### src/inc/sadc_pkg.sv
package sadc_pkg;

  // register indices; the bus byte address is four times the index
  localparam logic [7:0] SCR_IDX = 8'h3C;
  localparam logic [7:0] RES_IDX = 8'h3D;
  localparam logic [7:0] DIV_IDX = 8'h3E;
  localparam int ADDR_W = 12;
  localparam int IDX_LSB = 2;
  localparam int IDX_MSB = 9;

  // status and control field layout
  localparam int FLAG_BIT = 7;
  localparam int IEN_BIT = 6;
  localparam int CONT_BIT = 5;
  localparam int CHAN_MSB = 4;
  localparam logic [7:0] SCR_RST = 8'h1F;

  // clock divider field layout
  localparam int PRESC_LSB = 5;
  localparam int PRESC_MSB = 7;
  localparam logic [2:0] PRESC_RST = 3'h0;

  // channel selector codes
  localparam logic [4:0] CHAN_OFF = 5'h1F;
  localparam logic [4:0] CHAN_VDD = 5'h1D;
  localparam logic [4:0] CHAN_VSS = 5'h1E;
  localparam logic [4:0] CHAN_DED = 5'h0C;
  localparam logic [4:0] CHAN_PD_FIRST = 5'h08;
  localparam logic [4:0] CHAN_PD_LAST = 5'h0B;

  // conversion timing, in converter clock cycles
  localparam logic [3:0] CONV_CYCLES = 4'hE;
  localparam logic [3:0] LAST_STEP = 4'hD;
  localparam logic [3:0] MARK_STEP = 4'h5;
  localparam logic [3:0] FIRST_STEP = 4'h1;

  // prescaler divide ratios minus one
  localparam logic [3:0] DIV1_M1 = 4'h0;
  localparam logic [3:0] DIV2_M1 = 4'h1;
  localparam logic [3:0] DIV4_M1 = 4'h3;
  localparam logic [3:0] DIV8_M1 = 4'h7;
  localparam logic [3:0] DIV16_M1 = 4'hF;

  localparam logic [1:0] RESP_OKAY = 2'h0;
  localparam logic [1:0] RESP_SLVERR = 2'h2;

  typedef enum logic [1:0] {SEQ_IDLE, SEQ_ARMED, SEQ_CONVERT} sadcSeq_t;

  typedef struct packed {
    logic [ADDR_W-1:0] awaddr;
    logic awvalid;
    logic [31:0] wdata;
    logic [3:0] wstrb;
    logic wvalid;
    logic bready;
    logic [ADDR_W-1:0] araddr;
    logic arvalid;
    logic rready;
  } sadcAxiReq_t;

  typedef struct packed {
    logic awready;
    logic wready;
    logic [1:0] bresp;
    logic bvalid;
    logic arready;
    logic [31:0] rdata;
    logic [1:0] rresp;
    logic rvalid;
  } sadcAxiRsp_t;

  typedef struct packed {
    logic cmpAbove;
    logic stopMode;
    logic [7:0] portBDir;
    logic [7:0] portBLatch;
    logic [7:0] portBPin;
    logic [3:0] portDDir;
    logic [3:0] portDLatch;
    logic [3:0] portDPin;
  } sadcPinsIn_t;

  typedef struct packed {
    logic [4:0] analogSelect;
    logic converterOn;
    logic [7:0] portBAnalog;
    logic [3:0] portDLowAnalog;
    logic dedicatedSel;
    logic refSupplySel;
    logic refGroundSel;
    logic [7:0] sarTrial;
    logic [7:0] portBRead;
    logic [3:0] portDLowRead;
    logic irqReq;
  } sadcPinsOut_t;

  typedef struct packed {
    logic [3:0] cnt;
    logic tick;
  } sadcPresc_t;

  typedef struct packed {
    sadcAxiRsp_t rsp;
    logic awHeld;
    logic [ADDR_W-1:0] awAddr;
    logic wHeld;
    logic [7:0] wData;
    logic wLane0;
    logic irqEn;
    logic cont;
    logic [4:0] chan;
    logic [2:0] presc;
    logic flag;
    logic [7:0] result;
    sadcSeq_t seq;
    logic [3:0] cnt;
    logic [7:0] trial;
    sadcPinsOut_t pins;
  } sadcCore_t;

endpackage

### src/design/sadc_prescaler.sv
`timescale 1ns/1ps

// free-running divider of the bus clock, one-cycle tick per converter clock
module sadc_prescaler
(
  input wire logic mclk,
  input wire logic arst_n,
  input wire logic [2:0] presc,
  output logic tick
);

  sadc_pkg::sadcPresc_t st_q;
  sadc_pkg::sadcPresc_t st_d;

  // top bit set always means divide by 16
  function automatic logic [3:0] divMinusOne(input logic [2:0] sel);
    logic [3:0] r;
    r = sadc_pkg::DIV16_M1;
    if (sel == 3'h0)
      r = sadc_pkg::DIV1_M1;
    else if (sel == 3'h1)
      r = sadc_pkg::DIV2_M1;
    else if (sel == 3'h2)
      r = sadc_pkg::DIV4_M1;
    else if (sel == 3'h3)
      r = sadc_pkg::DIV8_M1;
    return r;
  endfunction

  // counter wraps early if the ratio shrinks, so no long dead stretch
  always_comb
  begin
    st_d = st_q;
    if (st_q.cnt >= divMinusOne(presc))
    begin
      st_d.cnt = 4'h0;
      st_d.tick = 1'b1;
    end
    else
    begin
      st_d.cnt = st_q.cnt + 4'h1;
      st_d.tick = 1'b0;
    end
  end

  always_ff @(posedge mclk or negedge arst_n)
  begin
    if (!arst_n)
      st_q <= '0;
    else
      st_q <= st_d;
  end

  assign tick = st_q.tick;

endmodule

### src/design/sadc_sequencer.sv
`timescale 1ns/1ps

module sadc_sequencer
(
  input wire logic mclk,
  input wire logic arst_n,
  input sadc_pkg::sadcAxiReq_t axiReq,
  output sadc_pkg::sadcAxiRsp_t axiRsp,
  input sadc_pkg::sadcPinsIn_t pinsIn,
  output sadc_pkg::sadcPinsOut_t pinsOut
);

  sadc_pkg::sadcCore_t core_q;
  sadc_pkg::sadcCore_t core_d;
  logic tick;
  logic doneNow;
  logic scrWrite;
  logic resRead;

  // register index of a byte address; upper bits must be zero
  function automatic logic hitIdx(input logic [sadc_pkg::ADDR_W-1:0] a,
                                  input logic [7:0] idx);
    return (a[sadc_pkg::IDX_MSB:sadc_pkg::IDX_LSB] == idx) &&
           (a[sadc_pkg::ADDR_W-1:sadc_pkg::IDX_MSB+1] == '0) &&
           (a[sadc_pkg::IDX_LSB-1:0] == '0);
  endfunction

  function automatic logic chanOff(input logic [4:0] ch);
    return ch == sadc_pkg::CHAN_OFF;
  endfunction

  // one successive approximation step; decides bit LAST_STEP-c
  function automatic logic [7:0] sarStep(input logic [7:0] t,
                                         input logic [3:0] c,
                                         input logic cmp);
    logic [7:0] r;
    logic [3:0] b;
    r = t;
    b = sadc_pkg::LAST_STEP - c;
    if (c == sadc_pkg::MARK_STEP)
      r[7] = 1'b1;
    else if (c > sadc_pkg::MARK_STEP)
    begin
      r[b[2:0]] = cmp;
      if (b != 4'h0)
        r[b[2:0] - 3'h1] = 1'b1;
    end
    return r;
  endfunction

  sadc_prescaler u_presc
  (
    .mclk(mclk),
    .arst_n(arst_n),
    .presc(core_q.presc),
    .tick(tick)
  );

  // bus slave, sequencer and pin logic in one next-state process
  always_comb
  begin
    core_d = core_q;
    doneNow = 1'b0;
    scrWrite = 1'b0;
    resRead = 1'b0;

    // write address and data are taken in either order
    if (axiReq.awvalid && core_q.rsp.awready)
    begin
      core_d.awHeld = 1'b1;
      core_d.awAddr = axiReq.awaddr;
    end
    if (axiReq.wvalid && core_q.rsp.wready)
    begin
      core_d.wHeld = 1'b1;
      core_d.wData = axiReq.wdata[7:0];
      core_d.wLane0 = axiReq.wstrb[0];
    end
    if (core_q.rsp.bvalid && axiReq.bready)
      core_d.rsp.bvalid = 1'b0;
    if (core_q.rsp.rvalid && axiReq.rready)
      core_d.rsp.rvalid = 1'b0;

    // sequencer; stop mode overrides the converter clock
    if (pinsIn.stopMode)
    begin
      if (core_q.seq == sadc_pkg::SEQ_CONVERT)
        core_d.seq = sadc_pkg::SEQ_ARMED;
    end
    else if (chanOff(core_q.chan))
      core_d.seq = sadc_pkg::SEQ_IDLE;
    else if (tick)
    begin
      if (core_q.seq == sadc_pkg::SEQ_ARMED)
      begin
        core_d.seq = sadc_pkg::SEQ_CONVERT;
        core_d.cnt = sadc_pkg::FIRST_STEP;
        core_d.trial = 8'h00;
      end
      else if (core_q.seq == sadc_pkg::SEQ_CONVERT)
      begin
        core_d.trial = sarStep(core_q.trial, core_q.cnt, pinsIn.cmpAbove);
        core_d.cnt = core_q.cnt + 4'h1;
        if (core_q.cnt == sadc_pkg::LAST_STEP)
        begin
          doneNow = 1'b1;
          core_d.result = core_d.trial;
          core_d.seq = core_q.cont ? sadc_pkg::SEQ_ARMED : sadc_pkg::SEQ_IDLE;
        end
      end
    end

    // register write once both halves are held
    if (core_q.awHeld && core_q.wHeld)
    begin
      core_d.awHeld = 1'b0;
      core_d.wHeld = 1'b0;
      core_d.rsp.bvalid = 1'b1;
      core_d.rsp.bresp = sadc_pkg::RESP_OKAY;
      if (hitIdx(core_q.awAddr, sadc_pkg::SCR_IDX))
      begin
        if (core_q.wLane0)
        begin
          scrWrite = 1'b1;
          core_d.irqEn = core_q.wData[sadc_pkg::IEN_BIT];
          core_d.cont = core_q.wData[sadc_pkg::CONT_BIT];
          core_d.chan = core_q.wData[sadc_pkg::CHAN_MSB:0];
          // any write rearms unless the selector is all ones, aborting a conversion under way
          core_d.seq = chanOff(core_d.chan) ? sadc_pkg::SEQ_IDLE : sadc_pkg::SEQ_ARMED;
        end
      end
      else if (hitIdx(core_q.awAddr, sadc_pkg::DIV_IDX))
      begin
        if (core_q.wLane0)
          core_d.presc = core_q.wData[sadc_pkg::PRESC_MSB:sadc_pkg::PRESC_LSB];
      end
      else if (!hitIdx(core_q.awAddr, sadc_pkg::RES_IDX))
        core_d.rsp.bresp = sadc_pkg::RESP_SLVERR;
    end

    // register read; the result read has a clearing side effect
    if (axiReq.arvalid && core_q.rsp.arready)
    begin
      core_d.rsp.rvalid = 1'b1;
      core_d.rsp.rresp = sadc_pkg::RESP_OKAY;
      core_d.rsp.rdata = 32'h0000_0000;
      if (hitIdx(axiReq.araddr, sadc_pkg::SCR_IDX))
      begin
        core_d.rsp.rdata[sadc_pkg::FLAG_BIT] = core_q.flag && !core_q.irqEn;
        core_d.rsp.rdata[sadc_pkg::IEN_BIT] = core_q.irqEn;
        core_d.rsp.rdata[sadc_pkg::CONT_BIT] = core_q.cont;
        core_d.rsp.rdata[sadc_pkg::CHAN_MSB:0] = core_q.chan;
      end
      else if (hitIdx(axiReq.araddr, sadc_pkg::RES_IDX))
      begin
        resRead = 1'b1;
        core_d.rsp.rdata[7:0] = core_q.result;
      end
      else if (hitIdx(axiReq.araddr, sadc_pkg::DIV_IDX))
        core_d.rsp.rdata[sadc_pkg::PRESC_MSB:sadc_pkg::PRESC_LSB] = core_q.presc;
      else
        core_d.rsp.rresp = sadc_pkg::RESP_SLVERR;
    end

    // clearing accesses first, so a completion in the same cycle wins
    if (scrWrite || resRead)
    begin
      core_d.flag = 1'b0;
      core_d.pins.irqReq = 1'b0;
    end
    if (doneNow)
    begin
      core_d.flag = 1'b1;
      if (core_q.irqEn)
        core_d.pins.irqReq = 1'b1;
    end

    // one outstanding write and one outstanding read at a time
    core_d.rsp.awready = !core_d.awHeld && !core_d.rsp.bvalid;
    core_d.rsp.wready = !core_d.wHeld && !core_d.rsp.bvalid;
    core_d.rsp.arready = !core_d.rsp.rvalid;

    // analog routing follows the new selector value
    core_d.pins.analogSelect = core_d.chan;
    core_d.pins.converterOn = !chanOff(core_d.chan);
    core_d.pins.portBAnalog = 8'h00;
    core_d.pins.portDLowAnalog = 4'h0;
    if (core_d.chan < sadc_pkg::CHAN_PD_FIRST)
      core_d.pins.portBAnalog[core_d.chan[2:0]] = 1'b1;
    else if (core_d.chan <= sadc_pkg::CHAN_PD_LAST)
      core_d.pins.portDLowAnalog[2'h3 - core_d.chan[1:0]] = 1'b1;
    core_d.pins.dedicatedSel = core_d.chan == sadc_pkg::CHAN_DED;
    core_d.pins.refSupplySel = core_d.chan == sadc_pkg::CHAN_VDD;
    core_d.pins.refGroundSel = core_d.chan == sadc_pkg::CHAN_VSS;
    core_d.pins.sarTrial = core_d.trial;

    // port reads: analog pins show 0 or latch, never the pad
    for (int i = 0; i < 8; i++)
    begin
      if (core_d.pins.portBAnalog[i])
        core_d.pins.portBRead[i] = pinsIn.portBDir[i] && pinsIn.portBLatch[i];
      else
        core_d.pins.portBRead[i] = pinsIn.portBDir[i] ? pinsIn.portBLatch[i] : pinsIn.portBPin[i];
    end
    for (int i = 0; i < 4; i++)
    begin
      if (core_d.pins.portDLowAnalog[i])
        core_d.pins.portDLowRead[i] = pinsIn.portDDir[i] && pinsIn.portDLatch[i];
      else
        core_d.pins.portDLowRead[i] = pinsIn.portDDir[i] ? pinsIn.portDLatch[i] : pinsIn.portDPin[i];
    end
  end

  // reset leaves the converter off with control bits clear
  always_ff @(posedge mclk or negedge arst_n)
  begin
    if (!arst_n)
    begin
      core_q <= '0;
      core_q.rsp.awready <= 1'b1;
      core_q.rsp.wready <= 1'b1;
      core_q.rsp.arready <= 1'b1;
      core_q.chan <= sadc_pkg::SCR_RST[sadc_pkg::CHAN_MSB:0];
      core_q.presc <= sadc_pkg::PRESC_RST;
      core_q.seq <= sadc_pkg::SEQ_IDLE;
      core_q.pins.analogSelect <= sadc_pkg::CHAN_OFF;
    end
    else
      core_q <= core_d;
  end

  assign axiRsp = core_q.rsp;
  assign pinsOut = core_q.pins;

  // converter clock ticks since the conversion began, for checking only
  logic [3:0] convTicks;
  always_ff @(posedge mclk or negedge arst_n)
  begin
    if (!arst_n)
      convTicks <= 4'h0;
    else if (core_q.seq != sadc_pkg::SEQ_CONVERT)
      convTicks <= 4'h0;
    else if (tick && !pinsIn.stopMode)
      convTicks <= convTicks + 4'h1;
  end
endmodule

### config.mk
export PLATFORM = sky130hd
export DESIGN_NAME = sadc_sequencer
export DESIGN_NICKNAME = d
export VERILOG_FILES = /design/src/inc/sadc_pkg.sv /design/src/design/sadc_prescaler.sv /design/src/design/sadc_sequencer.sv
export SDC_FILE = /design/constraint.sdc
export NUM_CORES = 1
export LEC_CHECK = 0
export BUFFER_PORTS_ARGS = -buffer_cell sky130_fd_sc_hd__buf_2
export CELL_PAD_IN_SITES_DETAIL_PLACEMENT = 2
export CELL_PAD_IN_SITES_GLOBAL_PLACEMENT = 2
export CORE_UTILIZATION = 32
export CTS_BUF_LIST = sky130_fd_sc_hd__clkbuf_8
export CTS_CLUSTER_DIAMETER = 150
export DETAILED_ROUTE_END_ITERATION = 6
export GPL_ROUTABILITY_DRIVEN = 0
export PLACE_DENSITY_LB_ADDON = 0.1
export SYNTH_ARGS = -nofsm -noshare
export SYNTH_HDL_FRONTEND = slang
export SYNTH_HIERARCHICAL = 1
export SYNTH_SLANG_ARGS = --single-unit
export TNS_END_PERCENT = 100
### constraint.sdc
create_clock -name mclk -period 2.9 [get_ports mclk]
set_input_delay 0.29 -clock mclk [delete_from_list [all_inputs] [get_ports mclk]]
set_output_delay 0.29 -clock mclk [all_outputs]
set_load 0.02 [all_outputs]
After elaboration in Yosys (flattened, before gate mapping)
Index checks and enable logic that the tools add are counted.
{ "op_classes": {"addsub": 5, "magnitude_cmp": 12, "eq_ne": 19, "mux": 108, "bitwise": 5, "n_reduce_logical": 56} }
{ "ops": {"columns": ["cell", "count"], "rows": [
  ["two-way mux 1 bit", 59],
  ["== test 8 x 6 -> 1 bit (second input constant)", 6],
  ["two-way mux 14 bit", 3],
  ["two-way mux 7 bit", 6],
  ["two-way mux 8 bit", 5],
  ["logical AND 1 bit", 37],
  ["two-way mux 2 bit", 13],
  ["== test 5 bit (second input constant)", 5],
  ["two-way mux 4 bit", 6],
  ["two-way mux 5 bit", 4],
  ["two-way mux 3 bit", 5],
  ["two-way mux 13 bit", 1],
  ["less-than comparator 3 x 4 -> 1 bit (second input constant)", 3],
  ["two-way mux 10 bit", 1],
  ["demux 1 bit (select 3 bit)", 3],
  ["greater-or-equal comparator 3 x 1 -> 1 bit (second input constant)", 3],
  ["adder 4 x 1 -> 4 bit (second input constant)", 2],
  ["bitwise mux 8 bit", 1],
  ["logical NOT 2 bit", 4],
  ["OR 8 bit", 1],
  ["AND reduction 4 bit", 2],
  ["== test 3 x 2 -> 1 bit (second input constant)", 2],
  ["logical NOT 1 bit", 6],
  ["AND reduction 6 bit", 1],
  ["22 further kinds", 26]
]} }
{ "word_totals": {"reg_bits": 107, "input_bits": 105, "out_inout_bits": 83} }

Longest topological paths before layout
{ "logic_depth": {"ltp_word": 23, "ltp_mapped": 8} }

Hierarchy
Netlist, hierarchy kept.
{ "by_module_without_submodules": {"columns": ["mod", "instances", "cells_per_inst", "area_per_inst_um2", "seq_area_each_um2"], "rows": [
  ["sadc_sequencer", 1, 551, 5461.5, 2512.4],
  ["sadc_prescaler", 1, 29, 316.6, 125.1]
]} }

Worst setup path before layout
No wires, ideal clock.
{ "synth_path": {"kind": "reg-to-reg", "from": "reg core_q[50] (netlist name)", "to": "reg core_q[62] (netlist name)", "setup_ps": 125, "arrival_ps": 1982, "required_ps": 2775, "path_slack_ps": 793, "path_stages_with_launch": 9, "period_less_slack_ps": 2107, "cell_sequence": "dfrtp_1 clkinv_1 ha_1 clkbuf_1 nand3_1 nor2_1 a2111oi_0 nor3_1 mux2_2"} }
{ "synth_between": {"elab_chain_cells": 15, "word_cells_on_any_way": 27, "cone_classes": "2 x add/sub; 5 x order compare; 2 x eq/ne; 13 x mux; 1 x bitwise; 4 x reduce/logical"} }
{ "synth_lines": {"columns": ["element", "line", "source"], "rows": [
  ["start: declaration", "sadc_sequencer.sv:13", "sadc_pkg::sadcCore_t core_q;"],
  ["start signal: assignment", "sadc_sequencer.sv:229", "core_q <= core_d;"],
  ["subtractor 4 bit", "sadc_sequencer.sv:39", "b = sadc_pkg::LAST_STEP - c;"],
  ["subtractor 3 x 1 -> 3 bit (tied with other cells)", "sadc_sequencer.sv:46", "r[b[2:0] - 3'h1] = 1'b1;"],
  ["less-than comparator 3 x 4 -> 1 bit (implied by the code) (tied with other cells)", "sadc_sequencer.sv:46", null],
  ["logical AND 1 bit (implied by the code) or two-way mux 1 bit (tied branches)", "sadc_sequencer.sv:46, sadc_sequencer.sv:44", null],
  ["two-way mux 1 bit (implied by the code) or demux 1 bit (select 3 bit) (tied branches)", "sadc_sequencer.sv:46, sadc_sequencer.sv:44", null],
  ["demux 1 bit (select 3 bit) or bitwise mux 8 bit (tied branches)", "sadc_sequencer.sv:46, sadc_sequencer.sv:44", null],
  ["OR 8 bit (no line)", null, null],
  ["two-way mux 8 bit", "sadc_sequencer.sv:45", "if (b != 4'h0)"],
  ["two-way mux 8 bit", "sadc_sequencer.sv:42", "else if (c > sadc_pkg::MARK_STEP)"],
  ["two-way mux 7 bit", "sadc_sequencer.sv:40", "if (c == sadc_pkg::MARK_STEP)"],
  ["two-way mux 7 bit", "sadc_sequencer.sv:100", "else if (core_q.seq == sadc_pkg::SEQ_CONVERT)"],
  ["two-way mux 7 bit", "sadc_sequencer.sv:94", "if (core_q.seq == sadc_pkg::SEQ_ARMED)"],
  ["two-way mux 7 bit", "sadc_sequencer.sv:92", "else if (tick)"],
  ["two-way mux 7 bit", "sadc_sequencer.sv:90", "else if (chanOff(core_q.chan))"],
  ["two-way mux 7 bit", "sadc_sequencer.sv:85", "if (pinsIn.stopMode)"]
]} }
Parallel ways exist; a longest one is shown, timed or not. The select of a mux whose other input is x is not followed.
A chain may end at the register's enable or synchronous reset.

Worst setup path after layout
{ "layout_path": {"from": "reg core_q[52] (netlist name)", "to": "reg core_q[62] (netlist name)"} }
The elaborated chain is that of the path after synthesis.

==> impl_metrics.py <==
metrics = {
    "global_routing": {
        "grt_max_degree": 52,
        "grtUsageTotal": 0.174,
        "antenna_found_initial": 0,
        "grt_pass1_vias": 4674,
        "grt_pass1_wl_mm": 24.6,
        "overflow": 0,
    },
    "timing": {
        "worst_slew_pin_slew_ns": 1.01,
        "hold_slack_ns": 0.0630,
        "fin_crit_sh": 0.875,
        "period_minus_slack_ns": 2.54,
        "hold_viol_final": 0,
        "clock.fmax_ghz": 0.394,
        "slew_viol_final": 0,
        "max-slew-margin-rel": 0.329,
        "setup_viol": 0,
        "final.setup.tns_ns": 0,
        "rsz0062_at_grt": "false",
        "finClkSkew_ns": 0.00808,
    },
    "detailed_routing": {
        "drc_errors": 0,
        "drt_wl_total_mm": 15.5,
        "avgViaCountPerCell": 4.86,
        "dr.first_iter.drc_count": 108,
        "drt_pass1_iterations": 4,
        "drtAntennaViolNets": 0,
        "wl_per_cell_um": 17.4,
        "vias": 4307,
    },
    "synthesis": {
        "syn-cell-area_sq_mm": 0.00578,
        "ys_seq_area_frac": 0.456,
        "synth-seq-cells": 105,
        "synthCells": 580,
        "yosys-top-cells-count": "dfrtp_1 (97), buf_4 (83), nand2_1 (72)",
        "synth_edf_count": 0,
        "async_flop_share": 1.00,
        "yosysTopAreaCell": "dfrtp_1",
        "synth_top_cell_area_share": 0.420,
        "ys_types": 67,
        "synth-main-ff-cell": "dfrtp_1",
        "synth_area_leaders": "dfrtp_1 (42%), buf_4 (11%), mux2_2 (7.0%)",
        "syn_avg_cell_area_sq_um": 9.96,
        "yosysMostFrequentCell": "dfrtp_1",
        "ys_warn_count": 6,
    },
    "critical_path": {
        "worstSetupStartpoint": "core_q[52]",
        "cpPeakStageDelay_ns": 0.57,
        "cp_slowest_cell": "a2111oi_0",
        "path_max_fanout": 8,
        "r2r_end": "core_q[62]",
        "critPathLaunchType": "register",
        "timing.critical_path.to": "core_q[62]",
        "ff2ff_setup_slack_ns": 0.36,
        "reg2regPathDepth": 7,
        "worstPathArrival_ns": 2.80,
        "worstPathRequired_ns": 3.17,
        "cp-end-kind": "register",
        "crit_type": "reg2reg",
        "r2r_start": "core_q[52]",
        "path_cells": "inv_1, ha_1, nor2_1, a2111oi_0, nor3_1, buf_4, mux2_2",
    },
    "die": {
        "core-area_sq_mm": 0.0175,
        "die_w_um": 136,
        "ios": 188,
        "initial_utilization": 0.331,
        "rows": 48,
        "die_y_um": 136,
        "die_area_sq_mm": 0.0186,
    },
    "placement": {
        "hpwl_mm": 11.8,
        "place_area_sq_mm": 0.00619,
        "io_buffers": 134,
        "post-place-cells": 870,
    },
    "final_layout": {
        "layout.nets": 779,
        "seqCellArea_sq_mm": 0.00264,
        "fin_area_sq_mm": 0.00637,
        "drive_gt1_frac": 0.344,
        "multi_input_area_sq_mm": 0.00243,
        "fillCellCount": 1954,
        "area_growth_pct": 10.2,
        "final_cell_count_no_fill": 887,
        "num_antenna_cells": 0,
    },
    "power": {
        "vdd_drop_max_mv": 0.278,
        "p_leak_uw": 0.00314,
        "total_power_uw": 4090,
        "p_per_area_mw_per_mm2": 642,
    },
    "clock_tree": {
        "insertion_delay_ns": 0.38,
        "cts_buffers": 9,
        "clk_pin_slew_ns": 0.10,
        "cts_tree": "built",
        "cts.sinks": 105,
        "clk_path_buf_depth": 2,
        "cts_setup_buffers": 0,
        "htreeDepth": 3,
        "ctsRootBufferMaster": "clkbuf_8",
    },
    "min_path": {
        "hold_path_class": "in2reg",
    },
    "job": {
        "maxCapViolations": 0,
    },
    "run_status": {
        "status": "complete, no violations",
    },
}
metrics by stage:
step	worst slack, ns	utilization
after floorplan	0.793	-
after global placement	0.465	0.354
after detailed placement	0.404	0.354
after CTS	0.370	0.364
after global routing	0.141	0.364
final	0.364	0.364
routing by layer:
layer | up-vias | share of wire | routed length, um | track usage
li1 | 2029 | - | - | -
met1 | 2159 | 0.45 | 6960 | 0.219
met2 | 105 | 0.49 | 7630 | 0.301
met3 | 14 | 0.043 | 667 | 0.0309
met4 | 0 | 0.013 | 198 | 0.0506
met5 | - | 0 | 0 | 0
power by group:
group | internal [uW] | switching (uW) | total (uW)
registers | 1730 | 263 | 1990
clock network | 305 | 520 | 825
logic | 533 | 737 | 1270
cell usage in the layout, fill, tap and decap left out, types with 11 or more instances in the layout:
master	instances
a21oi_1	12
buf_2	133
buf_4	11
conb_1	26
dfrtp_1	97
ha_1	17
inv_1	28
mux2_2	36
nand2_1	72
nand3_1	12
nor2_1	29
nor3_1	12
o21ai_0	33
o31ai_1	19
cells by family (layout without fill, tap and decap cells):
logic type	after synthesis	in the layout	share of synthesized area
simple gates	174	174	0.154
fa+ha+maj	17	17	0.0368
buf+inv	130	187	0.140
xor+xnor	4	4	0.00606
mux	46	46	0.0875
other cells	1	26	0.000649
flops	105	105	0.456
compound gates	103	103	0.119
cell type report:
| type | instances | area share |
|---|---|---|
| clock buffer | 9 | 0.0195 |
| clock inverter | 7 | 0.00629 |
| inverter | 26 | 0.0153 |
| multi-input combinational | 370 | 0.381 |
| sequential | 105 | 0.414 |
| tap | 225 | 0.0442 |
| timing repair buffer | 145 | 0.119 |
flip-flops by register name (all words and copies together) (netlist names):
name	flops
u_presc/tick	1
u_presc/st_q	4
pinsOut	42
core_q	43
axiRsp	15
timing repair:
action,4_1_cts,5_1_grt
hold endpoints to repair,41,0
hold buffers,1,0
gates resized for setup,0,0
worst max-delay path: cells and delay by family (launching register included):
kind	cells	cell delay, ns
buffers and inverters	2	0.34
AOI/OAI and AO/OA	1	0.57
DFF	1	0.54
adders and majority gates	1	0.47
and+or+nand+nor	2	0.25
muxes	1	0.26
worst min-delay path by stage:
stage,startpoint,endpoint,slack [ns],cells after the start
finish,axiReq[15],axiRsp[39],0.06,2
global route,axiReq[15],axiRsp[39],0.05,2
CTS,axiReq[15],axiRsp[39],0.04,2
detailed placement,arst_n,axiRsp[0],0.38,1
global placement,arst_n,axiRsp[0],0.38,1
floorplan,arst_n,axiRsp[0],-0.006,0
Power figures use the tool's default switching activity.
